**config.mk**
```make
export PLATFORM = sky130hd
export DESIGN_NAME = lwm_mode_control
export DESIGN_NICKNAME = d
export VERILOG_FILES = /design/src/lwm_pkg.sv /design/src/lwm_mode_control.sv
export SDC_FILE = /design/constraint.sdc
export NUM_CORES = 1
export LEC_CHECK = 0
export CORE_ASPECT_RATIO = 2
export CORE_MARGIN = 4
export CORE_UTILIZATION = 55
export CTS_CLUSTER_DIAMETER = 30
export DETAILED_ROUTE_END_ITERATION = 7
export DONT_BUFFER_PORTS = 1
export MAX_ROUTING_LAYER = met4
export PLACE_DENSITY = 0.7
export SYNTH_ARGS = -nofsm -noshare
export SYNTH_HDL_FRONTEND = slang
export SYNTH_SLANG_ARGS = --single-unit
```
**constraint.sdc**
```tcl
create_clock -name clk -period 5.7 [get_ports clk]
set_clock_uncertainty 0.15 [all_clocks]
set_input_delay 0.285 -clock clk [delete_from_list [all_inputs] [get_ports clk]]
set_output_delay 0.285 -clock clk [all_outputs]
set_load 0.05 [all_outputs]
```
**src/lwm_pkg.sv**
```systemverilog
// lwm_pkg: constants for the wake, mode and fail-safe control block.
// assumes a single 200 MHz clock; all times are held in ns and turned
// into cycle counts here, rounded up because every period is a minimum.
package lwm_pkg;

	localparam int unsigned CLK_MHZ = 200;

	// filter and timeout periods in ns
	localparam int unsigned BUS_WAKE_NS     = 50000;
	localparam int unsigned LOCAL_WAKE_NS   = 50000;
	localparam int unsigned NORMAL_ENTRY_NS = 10000;
	localparam int unsigned SLEEP_ENTRY_NS  = 10000;
	localparam int unsigned TX_DOM_NS       = 27000;

	localparam int unsigned BUS_WAKE_CYC     = (BUS_WAKE_NS * CLK_MHZ + 999) / 1000;
	localparam int unsigned LOCAL_WAKE_CYC   = (LOCAL_WAKE_NS * CLK_MHZ + 999) / 1000;
	localparam int unsigned NORMAL_ENTRY_CYC = (NORMAL_ENTRY_NS * CLK_MHZ + 999) / 1000;
	localparam int unsigned SLEEP_ENTRY_CYC  = (SLEEP_ENTRY_NS * CLK_MHZ + 999) / 1000;
	localparam int unsigned TX_DOM_CYC       = (TX_DOM_NS * CLK_MHZ + 999) / 1000;

	localparam int CNT_W = 32;

	typedef enum logic [1:0] {
		MODE_POWER_ON,
		MODE_SLEEP,
		MODE_STANDBY,
		MODE_NORMAL
	} lwm_mode_t;

endpackage

```
**src/lwm_mode_control.sv**
```systemverilog
// lwm_mode_control: wake detection, operating mode and driver fail-safe.
// inputs are synchronous to clk; analog comparators (temperature, supply,
// battery presence) arrive as clean levels; pin pull-ups and pull-downs
// are outside, this logic only decides when to enable them.
`timescale 1ns/1ps
`default_nettype none

module lwm_mode_control #(
	parameter int unsigned BUS_WAKE_CYC     = lwm_pkg::BUS_WAKE_CYC,
	parameter int unsigned LOCAL_WAKE_CYC   = lwm_pkg::LOCAL_WAKE_CYC,
	parameter int unsigned NORMAL_ENTRY_CYC = lwm_pkg::NORMAL_ENTRY_CYC,
	parameter int unsigned SLEEP_ENTRY_CYC  = lwm_pkg::SLEEP_ENTRY_CYC,
	parameter int unsigned TX_DOM_CYC       = lwm_pkg::TX_DOM_CYC
) (
	// clock, reset, enable
	input  wire logic          clk,
	input  wire logic          resetn,
	input  wire logic          clk_en,
	// host side
	input  wire logic          tx_in,
	output logic               tx_pin_out,
	output logic               tx_pin_oe,
	output logic               rx_out,
	output logic               rx_oe,
	input  wire logic          sleep_control_n,
	// bus and local wake
	input  wire logic          bus_rx,
	output logic               bus_drive_dominant,
	output logic               termination_on,
	input  wire logic          local_wake_n,
	output logic               regulator_enable_out,
	// supply and temperature monitors
	input  wire logic          battery_ok,
	input  wire logic          thermal_shutdown_limit,
	input  wire logic          supply_low_threshold,
	input  wire logic          supply_recover_threshold,
	// status
	output lwm_pkg::lwm_mode_t mode,
	output logic               wake_source_local,
	output logic               wake_request,
	output logic               tx_timeout
);

	// full-width counters: narrower ones would save area but could silently
	// clip a long period handed in through the parameters
	localparam int W = lwm_pkg::CNT_W;

	// previous input levels for edge detection
	// transmit and sleep-control reset low, so a high pin gives one false
	// rising edge after reset; it only clears flags that are already clear
	logic tx_q;
	logic bus_q;
	logic lwake_q;
	logic slp_q;

	logic [W-1:0] bus_cnt;
	logic [W-1:0] lwake_cnt;
	logic [W-1:0] norm_cnt;
	logic [W-1:0] sleep_cnt;
	logic [W-1:0] tx_cnt;
	logic         bus_armed;
	logic         bus_qualified;
	logic         lwake_armed;
	logic         thermal_off;
	logic         supply_off;
	logic         drv_on;

	// saturating count toward a limit
	function automatic logic [W-1:0] sat_inc(input logic [W-1:0] c, input int unsigned lim);
		sat_inc = (c >= W'(lim)) ? c : c + W'(1);
	endfunction

	wire in_sleep   = (mode == lwm_pkg::MODE_SLEEP);
	wire in_standby = (mode == lwm_pkg::MODE_STANDBY);
	wire in_normal  = (mode == lwm_pkg::MODE_NORMAL);

	wire tx_fall    = tx_q & ~tx_in;
	wire tx_rise    = ~tx_q & tx_in;
	wire bus_fall   = bus_q & ~bus_rx;
	wire bus_rise   = ~bus_q & bus_rx;
	wire lwake_fall = lwake_q & ~local_wake_n;
	wire slp_rise   = ~slp_q & sleep_control_n;

	// dominant time only counted in these conditions
	wire bus_timing = in_sleep | (in_normal & tx_in);

	// rising edge closes a qualified dominant phase
	wire remote_wake = bus_armed & bus_rise & (bus_qualified | bus_cnt >= W'(BUS_WAKE_CYC));

	// low held long enough after a falling edge
	wire local_wake = lwake_armed & ~local_wake_n & (lwake_cnt + W'(1) >= W'(LOCAL_WAKE_CYC));

	// wakes only count where the device is not in Normal
	wire any_wake = (remote_wake | local_wake) & ~in_normal;

	// an undriven sleep-control reads low, which walks toward Sleep
	wire norm_done  = sleep_control_n & (norm_cnt + W'(1) >= W'(NORMAL_ENTRY_CYC));
	wire sleep_done = ~sleep_control_n & (sleep_cnt + W'(1) >= W'(SLEEP_ENTRY_CYC));

	// timeout reached while transmit still low
	wire tx_expire = ~tx_in & ~tx_rise & (tx_cnt + W'(1) >= W'(TX_DOM_CYC));

	// latches take the raw indication every cycle, so even a one-cycle fault
	// pulse blocks the driver until its release condition is met
	// thermal latch releases only with transmit recessive
	wire next_thermal_off = thermal_shutdown_limit | (thermal_off & ~tx_in);

	// supply latch needs recovery threshold and transmit recessive
	wire next_supply_off = supply_low_threshold |
		(supply_off & ~(supply_recover_threshold & tx_in));

	// an undriven transmit input reads low and is taken as a request
	wire next_bus_dom = in_normal & ~tx_in & drv_on & ~tx_timeout &
		~next_thermal_off & ~next_supply_off;

	// set wins over the clear in the same cycle
	wire next_wake_req = any_wake | (wake_request & ~slp_rise);

	// local sets, remote leaves it clear; cleared by sleep-control edge
	wire next_src_local = (any_wake & local_wake) | (wake_source_local & ~slp_rise);

	// mode sequencing
	lwm_pkg::lwm_mode_t next_mode;
	always_comb begin
		next_mode = mode;
		case (mode)
			lwm_pkg::MODE_POWER_ON: begin
				if (norm_done)
					next_mode = lwm_pkg::MODE_NORMAL;
			end
			lwm_pkg::MODE_SLEEP: begin
				if (norm_done)
					next_mode = lwm_pkg::MODE_NORMAL;
				else if (any_wake)
					next_mode = lwm_pkg::MODE_STANDBY;
			end
			lwm_pkg::MODE_STANDBY: begin
				if (norm_done)
					next_mode = lwm_pkg::MODE_NORMAL;
			end
			lwm_pkg::MODE_NORMAL: begin
				if (sleep_done)
					next_mode = lwm_pkg::MODE_SLEEP;
			end
			default: next_mode = lwm_pkg::MODE_SLEEP;
		endcase
		// loss of battery drops the device into Sleep
		if (!battery_ok)
			next_mode = lwm_pkg::MODE_SLEEP;
	end

	// regulator up in every mode but Sleep
	// sleep-control high from Sleep raises it before Normal is reached
	wire next_reg_en = (next_mode != lwm_pkg::MODE_SLEEP) | (in_sleep & sleep_control_n);

	// pending wake pulls receive low; Normal passes the bus through
	wire next_rx = in_normal ? bus_rx : ~next_wake_req;

	// outside Normal, released rather than driven high, so the host pull-up sets the idle level
	// receive floats when the battery is lost or nothing to say
	wire next_rx_oe = battery_ok & (in_normal | next_wake_req);

	// strong pull-down on the transmit pin for a local wake in Standby
	wire next_tx_oe = (next_mode == lwm_pkg::MODE_STANDBY) & next_src_local & battery_ok;

	always_ff @(posedge clk) begin
		if (!resetn) begin
			tx_q    <= 1'b0;
			bus_q   <= 1'b1;
			lwake_q <= 1'b1;
			slp_q   <= 1'b0;
		end else if (clk_en) begin
			tx_q    <= tx_in;
			bus_q   <= bus_rx;
			lwake_q <= local_wake_n;
			slp_q   <= sleep_control_n;
		end
	end

	// bus wake filter
	// count saturates at the limit, so a very long dominant phase cannot wrap
	always_ff @(posedge clk) begin
		if (!resetn) begin
			bus_armed     <= 1'b0;
			bus_qualified <= 1'b0;
			bus_cnt       <= '0;
		end else if (clk_en) begin
			// arm on the falling edge, drop arming on rising edge
			if (bus_fall) begin
				bus_armed     <= 1'b1;
				bus_qualified <= 1'b0;
				bus_cnt       <= '0;
			end else if (bus_rise) begin
				bus_armed     <= 1'b0;
				bus_qualified <= 1'b0;
				bus_cnt       <= '0;
			end else if (bus_armed & bus_timing) begin
				// count holds while timing is suspended
				bus_cnt <= sat_inc(bus_cnt, BUS_WAKE_CYC);
				if (bus_cnt >= W'(BUS_WAKE_CYC))
					bus_qualified <= 1'b1;
			end
		end
	end

	// local wake filter; fires once per falling edge
	always_ff @(posedge clk) begin
		if (!resetn) begin
			lwake_armed <= 1'b0;
			lwake_cnt   <= '0;
		end else if (clk_en) begin
			// restart on each falling edge, abandon on release
			if (lwake_fall) begin
				lwake_armed <= 1'b1;
				lwake_cnt   <= '0;
			end else if (local_wake_n | local_wake) begin
				lwake_armed <= 1'b0;
				lwake_cnt   <= '0;
			end else if (lwake_armed) begin
				lwake_cnt <= sat_inc(lwake_cnt, LOCAL_WAKE_CYC);
			end
		end
	end

	// sleep-control hold timers; each restarts when the level flips
	// the low hold only runs in Normal: Standby and Power-on ignore a low pin
	always_ff @(posedge clk) begin
		if (!resetn) begin
			norm_cnt  <= '0;
			sleep_cnt <= '0;
		end else if (clk_en) begin
			norm_cnt  <= (sleep_control_n & ~in_normal) ?
				sat_inc(norm_cnt, NORMAL_ENTRY_CYC) : '0;
			// low-level hold, only meaningful from Normal
			sleep_cnt <= (~sleep_control_n & in_normal) ?
				sat_inc(sleep_cnt, SLEEP_ENTRY_CYC) : '0;
		end
	end

	// transmit dominant timeout
	// saturating count keeps the timeout latched however long transmit stays low
	always_ff @(posedge clk) begin
		if (!resetn) begin
			tx_cnt     <= '0;
			tx_timeout <= 1'b0;
		end else if (clk_en) begin
			// falling edge starts, rising edge resets
			if (tx_fall | tx_rise | tx_in)
				tx_cnt <= '0;
			else
				tx_cnt <= sat_inc(tx_cnt, TX_DOM_CYC);
			if (tx_rise)
				tx_timeout <= 1'b0;
			else if (tx_expire)
				tx_timeout <= 1'b1;
		end
	end

	// mode, flags and outputs
	always_ff @(posedge clk) begin
		if (!resetn) begin
			mode                 <= lwm_pkg::MODE_POWER_ON;
			wake_request         <= 1'b0;
			wake_source_local    <= 1'b0;
			thermal_off          <= 1'b0;
			supply_off           <= 1'b0;
			drv_on               <= 1'b0;
			bus_drive_dominant   <= 1'b0;
			regulator_enable_out <= 1'b1;
			termination_on       <= 1'b1;
			rx_out               <= 1'b1;
			rx_oe                <= 1'b0;
			tx_pin_out           <= 1'b0;
			tx_pin_oe            <= 1'b0;
		end else if (clk_en) begin
			mode              <= next_mode;
			wake_request      <= next_wake_req;
			wake_source_local <= next_src_local;
			thermal_off       <= next_thermal_off;
			supply_off        <= next_supply_off;
			// transmitter stays off after Normal entry until transmit goes high
			drv_on            <= in_normal & (drv_on | tx_in);
			bus_drive_dominant   <= next_bus_dom;
			// regulator and termination follow the same wake state
			regulator_enable_out <= next_reg_en;
			termination_on       <= next_reg_en;
			rx_out               <= next_rx;
			rx_oe                <= next_rx_oe;
			tx_pin_out           <= 1'b0;
			tx_pin_oe            <= next_tx_oe;
		end
	end

endmodule

`default_nettype wire

```
---- Word-level counts from Yosys, hierarchy flattened ----
Cells that the tools add are included.
word-level totals
  word-level logic and storage cells ...... 159
  bits in registers ....................... 180
  bits of input ports ..................... 11
  output and inout port bits .............. 12
operators by class
  add/subtract/negate cells ............... 5
  $lt $le $gt $ge ......................... 9
  reduce and logical (&&, ||, !) cells .... 17
  mux-type cells .......................... 31
  bitwise operators ....................... 63
  eq/ne operators ......................... 10
operators with widths
  kind                   count
  $mux 32                14
  $add 32x1->32 const B  5
  $ge 32x11->1 const B   4
  $ge 32x14->1 const B   3
  $ge 32x13->1 const B   2
  $and 1x1->1            35
  $not 1->1              15
  $or 1x1->1             13
  $reduce_and 2->1       6
  $mux 1                 11
  $mux 2                 5
  $reduce_and 3->1       3
  $reduce_bool 3->1      3
  $eq 2x2->1 const B     3
  $ne 2x2->1 const B     3
  $ne 3x3->1 const B     2
  $pmux 2 s3             1
  $reduce_bool 2->1      3
  $eq 2x1->1 const B     1
  $logic_not 2->1        1
  $ne 2x1->1 const B     1
  $reduce_or 2->1        1

---- Logic depth before layout (Yosys ltp) ----
  depth in word-level cells ............... 13
  gate-level depth with buffers ........... 14
  gate-level depth less buffers ........... 10

---- Worst setup path before layout ----
No wires, ideal clock.
  kind .................................... reg-to-reg
  start point ............................. register lwake_cnt[6]
  end point ............................... register lwake_cnt[10]
  stages on the path, launching flop included .. 14
  required time ........................... 5476 ps
  setup time .............................. 74 ps
  buffers on the path ..................... 4
  data arrival time ....................... 3134 ps
  slack ................................... 2342 ps
  clock period less this slack ............ 3358 ps
  cell sequence ........................... dfxtp_1 -> buf_4 -> nand4_4 -> or4_1 -> buf_2 -> or2_0 -> a32oi_1 -> nand4_1 -> or4_1 -> buf_2 -> or2_4 -> a311o_1 -> buf_6 -> a31oi_2
on the way
  cells in the longest elaborated chain, start to end .. 6
  elaborated cells between the ends (all ways) .. 12
  those cells by class .................... add/sub (1); order compare (2); eq/ne (1); mux (4); bitwise (2); reduce/logical (2)
RTL lines
  element                                                       line                                            text
  start: declaration                                            lwm_mode_control.sv:57                          logic [W-1:0] lwake_cnt;
  start signal: assignment                                      lwm_mode_control.sv:220                         lwake_cnt <= sat_inc(lwake_cnt, LOCAL_WAKE_CYC);
  $add 32x1->32                                                 lwm_mode_control.sv:70, lwm_mode_control.sv:91
  $ge 32x14->1                                                  lwm_mode_control.sv:91                          wire local_wake = lwake_armed & ~local_wake_n & (lwake_cnt + W'(1) >= W'(LOCAL_WAKE_CYC));
  $and 1x1->1                                                   lwm_mode_control.sv:91
  $or 1x1->1                                                    lwm_mode_control.sv:216                         end else if (local_wake_n | local_wake) begin
  $ne 3x3->1 (no line) (tied with other cells)                  --
  $reduce_and 3->1 (no line) / $mux 32 (equally long branches)  --
Parallel ways exist; a longest one is shown, timed or not. The select of a mux whose other input is x is not followed.
A chain may end at the register's enable or synchronous reset.

---- Worst setup path in the final report ----
  start point ............................. register lwake_cnt[6]
  end point ............................... register lwake_cnt[0]
on the way
  cells in the longest elaborated chain, start to end .. 6
  elaborated cells between the ends (all ways) .. 10
  those cells by class .................... add/sub (1); order compare (2); eq/ne (1); mux (2); bitwise (2); reduce/logical (2)
RTL lines
  element                                                       line
  $add 32x1->32                                                 lwm_mode_control.sv:91
  $ge 32x14->1                                                  lwm_mode_control.sv:91
  $and 1x1->1                                                   lwm_mode_control.sv:91
  $or 1x1->1                                                    lwm_mode_control.sv:216
  $ne 3x3->1 (no line) (tied with other cells)                  --
  $reduce_and 3->1 (no line) / $mux 32 (equally long branches)  --
Parallel ways exist; a longest one is shown, timed or not.

==> results.md <==
Finish:
- The combined flip-flop and latch cell area is 3600 um^2.
- The final cell area excluding filler cells is 10600 um^2.
- The filler cell count in the final layout is 1653.
- From synthesis to final layout, the design area changed by 7.12%.
- The finished layout holds 1441 standard cells, fillers aside.
- Summing all multi-input logic gate instances after layout gives 5810 um^2.
- The fraction of layout instances using a drive strength above 1 is 7.41%.
- 0 antenna diodes ended up in the layout.
- The final net count is 1238.

Setup path:
- Walking the worst path, the cells encountered are nand4_4 -> or4_1 -> or2_0 -> a32oi_1 -> nand4_1 -> or4_1 -> or2_4 -> a311oi_2 -> mux2_2.
- The category of the critical setup timing path is reg -> reg.
- The required time reported for the critical path endpoint is 5.93 ns.
- The slowest stage of the critical path belongs to the cell sky130_fd_sc_hd__a311oi_2.
- The critical path endpoint category is a flop.
- The critical path crosses 9 cells after its start point.
- Counting cells, the worst reg-to-reg path comes to 9.
- The endpoint arrival time on the critical path is 4.62 ns.
- Together, buffers and inverters on the worst path number 0.
- The biggest cell delay along the critical path is 0.93 ns.
- In this run the worst path has a maximum fanout of 20.
- The launching element type of the critical path is a flop.
- The cell type with the highest occurrence count on the critical path is sky130_fd_sc_hd__or4_1.
- The dominant delay contributor by cell family on the critical path is simple AND/OR/NAND/NOR gates.

Route:
- The detail-routed via count per cell is 6.22.
- The antenna violation net count after detailed routing is 0.
- For this block, the via count after detailed routing is 8966.
- The initial detailed-routing violation count is 351.
- The count of TritonRoute iterations in the first routing pass is 5.
- The routed length per instance is 16.8 um.
- After detailed routing, the number of remaining DRC violations is 0.
- The total wire length after detailed routing is 24100 um.

Clock tree:
- After clock tree synthesis, the clock-pin slew on the worst setup and hold paths is 0.07 ns.
- The number of clock buffers added by TritonCTS is 17.
- The H-tree generated during clock tree synthesis spans 4 levels.
- The cts-stage hold buffer count is 11.
- The clock latency on the worst-skew pair is 0.43 ns.
- TritonCTS built the clock tree.
- The clock sink total is 180.
- The post-CTS repair timing setup buffer count is 0.
- The root buffer cell is sky130_fd_sc_hd__clkbuf_16.
- After clock tree synthesis, the repair step resized 0 gates.
- The maximum buffer depth of the clock tree is 2.

Timing:
- The worst path uses 77.1% of the clock period.
- Setup repair after global routing left no endpoint under its margin.
- For the pin with the worst max-slew slack, the measured transition is 1.08 ns.
- The worst-case headroom to the max-slew limit is 28.0%.
- Based on the critical path, the design can be clocked at up to 228 MHz.
- The number of pins with negative max-slew slack in the final report was 0.
- The worst path in the final design needs a cycle of 4.39 ns, including I/O delays and setup.
- The aggregate negative setup slack is 0 ns.
- The hold violation total from the final report is 0.
- Setup violations remaining at the end of the flow were counted as 0.

Synth:
- In the synthesized netlist, the number of instances is 1252.
- In this run, synthesis inferred 0 flip-flops with an integrated enable.
- By area the synthesized netlist is led by sky130_fd_sc_hd__dfxtp_1, sky130_fd_sc_hd__and3_1, sky130_fd_sc_hd__nor2_1.
- The main flop type after synthesis is sky130_fd_sc_hd__dfxtp_1.
- The library cell with the largest summed area after synthesis is sky130_fd_sc_hd__dfxtp_1.
- The synthesized netlist net count is 1275.
- After synthesis, the mean cell area works out to 7.87 um^2.
- After synthesis, the share of flip-flops with an asynchronous set or reset is 0%.
- After synthesis the cells add up to 9850 um^2.
- Among all cell types in the netlist, the one instantiated most often is sky130_fd_sc_hd__dfxtp_1.
- The synthesized netlist contains 76 unique library cells.
- In this run the biggest area consumer among cell types represents 36.6% of the synthesized area.
- After synthesis, the most frequently instantiated cells are sky130_fd_sc_hd__dfxtp_1, sky130_fd_sc_hd__nor2_1, sky130_fd_sc_hd__nand2_1.
- In this run, synthesis produced a sequential element count of 180.
- For this run, the register share of the synthesized area comes to 36.6%.
- For this run, the number of Yosys warnings is 0.

Global routing:
- For met1 alone, demand over resource in global routing was 27.0%.
- The number of antenna violations at the first check in global routing is 0.
- Global routing used 44.9% of the available met2 tracks.
- The met3 track demand over resource in global routing is 3.92%.
- The first-pass GRT wire length is 40400 um.
- The number of global-route vias before repair is 8581.
- Entering global routing, the biggest net connects 75 pins.
- The total overflow reported by the global router is 0.
- met2 is the most crowded layer.
- The total track usage is 25.2%.

Pwr:
- The total power divided by cell area is 238 nW/um^2.
- The static leakage power is 3.90 nW.
- The worst supply voltage drop on vdd is 0.000176 V.

Status:
- The flow ran to the end, and the final reports show no timing, DRC or antenna violations.

Place:
- Once placement finished, the instance area stood at 9860 um^2.
- In this run, placement finished with an instance count of 1398.
- The global placer's final weighted congestion is 0.908.
- Detailed placement finished with a half-perimeter wire length of 16800 um.
- The number of buffers inserted by port buffering is 0.

Floorplan:
- Pin placement for this block handled 23 I/O pins.
- The floorplan step set the die width to 103 um.
- The number of cell rows is 69.
- The initial utilization of the core area, before any placement, comes to 55.7%.
- The total area inside the core boundary comes to 17700 um^2.
- From bottom edge to top edge, the die measures 197 um.
- The total die area is 20300 um^2.

Worst hold path:
- In this run the worst hold path is classified as in -> reg.
- The worst hold path was traced through 2 stages.

Flow run:
- The tool flagged a number of max-cap violations equal to 0.
==> placed cells by master (no fill, tap or decap), drive strengths merged, types with 28 or more instances in the layout <==
cell / n
and2: 31
nor2: 119
nor3: 55
xnor2: 28
inv: 43
a21oi: 75
nand2: 97
nand4: 54
o21ai: 75
and3: 78
dfxtp: 180
nand3: 50
==> final cells by class <==
type | count | share of cell area (%)
Sequential cell | 180 | 34.1
Multi-Input combinational cell | 963 | 55.0
Inverter | 35 | 1.24
Clock buffer | 17 | 4.03
Clock inverter | 15 | 1.30
Tap cell | 213 | 2.52
Timing Repair Buffer | 18 | 1.71
==> kinds of logic (layout without fill, tap and decap cells) <==
logic type / Yosys count / in the layout / share of synthesized area [%]
xor+xnor: 49 / 49 / 4.36
buf+inv: 109 / 85 / 4.55
mux: 18 / 18 / 1.87
fa+ha+maj: 12 / 12 / 1.52
simple gates: 615 / 615 / 33.5
compound gates: 268 / 268 / 17.5
flops: 180 / 180 / 36.6
other cells: 1 / 1 / 0.0381
==> worst register-to-register path, cell delays in order, from the launching register on <==
cell                       delay (ns)
sky130_fd_sc_hd__dfxtp_1         0.57
sky130_fd_sc_hd__nand4_4         0.17
sky130_fd_sc_hd__or4_1           0.69
sky130_fd_sc_hd__or2_0           0.28
sky130_fd_sc_hd__a32oi_1         0.21
sky130_fd_sc_hd__nand4_1         0.11
sky130_fd_sc_hd__or4_1           0.60
sky130_fd_sc_hd__or2_4           0.33
sky130_fd_sc_hd__a311oi_2        0.93
sky130_fd_sc_hd__mux2_2          0.30
==> routing by layer <==
| metal | vias up | wire length (um) |
|---|---|---|
| li1 | 4512 | - |
| met1 | 4216 | 9540 |
| met2 | 173 | 13000 |
| met3 | 65 | 803 |
| met4 | 0 | 768 |
| met5 | - | 0 |
==> final timing paths <==
check | from | endpoint | slack [ns]
setup / recovery | lwake_cnt[6] | lwake_cnt[0] | 1.31
setup reg to reg | lwake_cnt[6] | lwake_cnt[0] | 1.31
hold / removal | resetn | rx_out | 0.02
hold reg to reg | drv_on | drv_on | 0.34
==> registers in the layout (all words and copies together), names as in the netlist, 2 cells and up <==
name	flops
sleep_cnt	32
mode	2
norm_cnt	32
lwake_cnt	32
bus_cnt	32
tx_cnt	32
==> metrics by stage <==
step | util [%] | worst slack, ns | total power, mW | hold slack, ns
after global routing | 59.6 | 0.896 | 2.61 | 0.0352
after detailed placement | 55.7 | 1.18 | 1.40 | 0.205
after floorplan | - | 2.34 | 1.39 | 0.236
after CTS | 59.6 | 1.16 | 2.54 | 0.00635
final | 59.6 | 1.31 | 2.52 | 0.0203
after global placement | 55.7 | 1.26 | 1.39 | 0.202
==> report_power, final <==
part / switching [mW] / internal (mW) / leakage, nW
logic: 0.0703 / 0.0336 / 2.18
clock network: 0.552 / 0.578 / 0.269
registers: 0.0167 / 1.26 / 1.45
No activity file was read; power rests on OpenSTA's default activity.
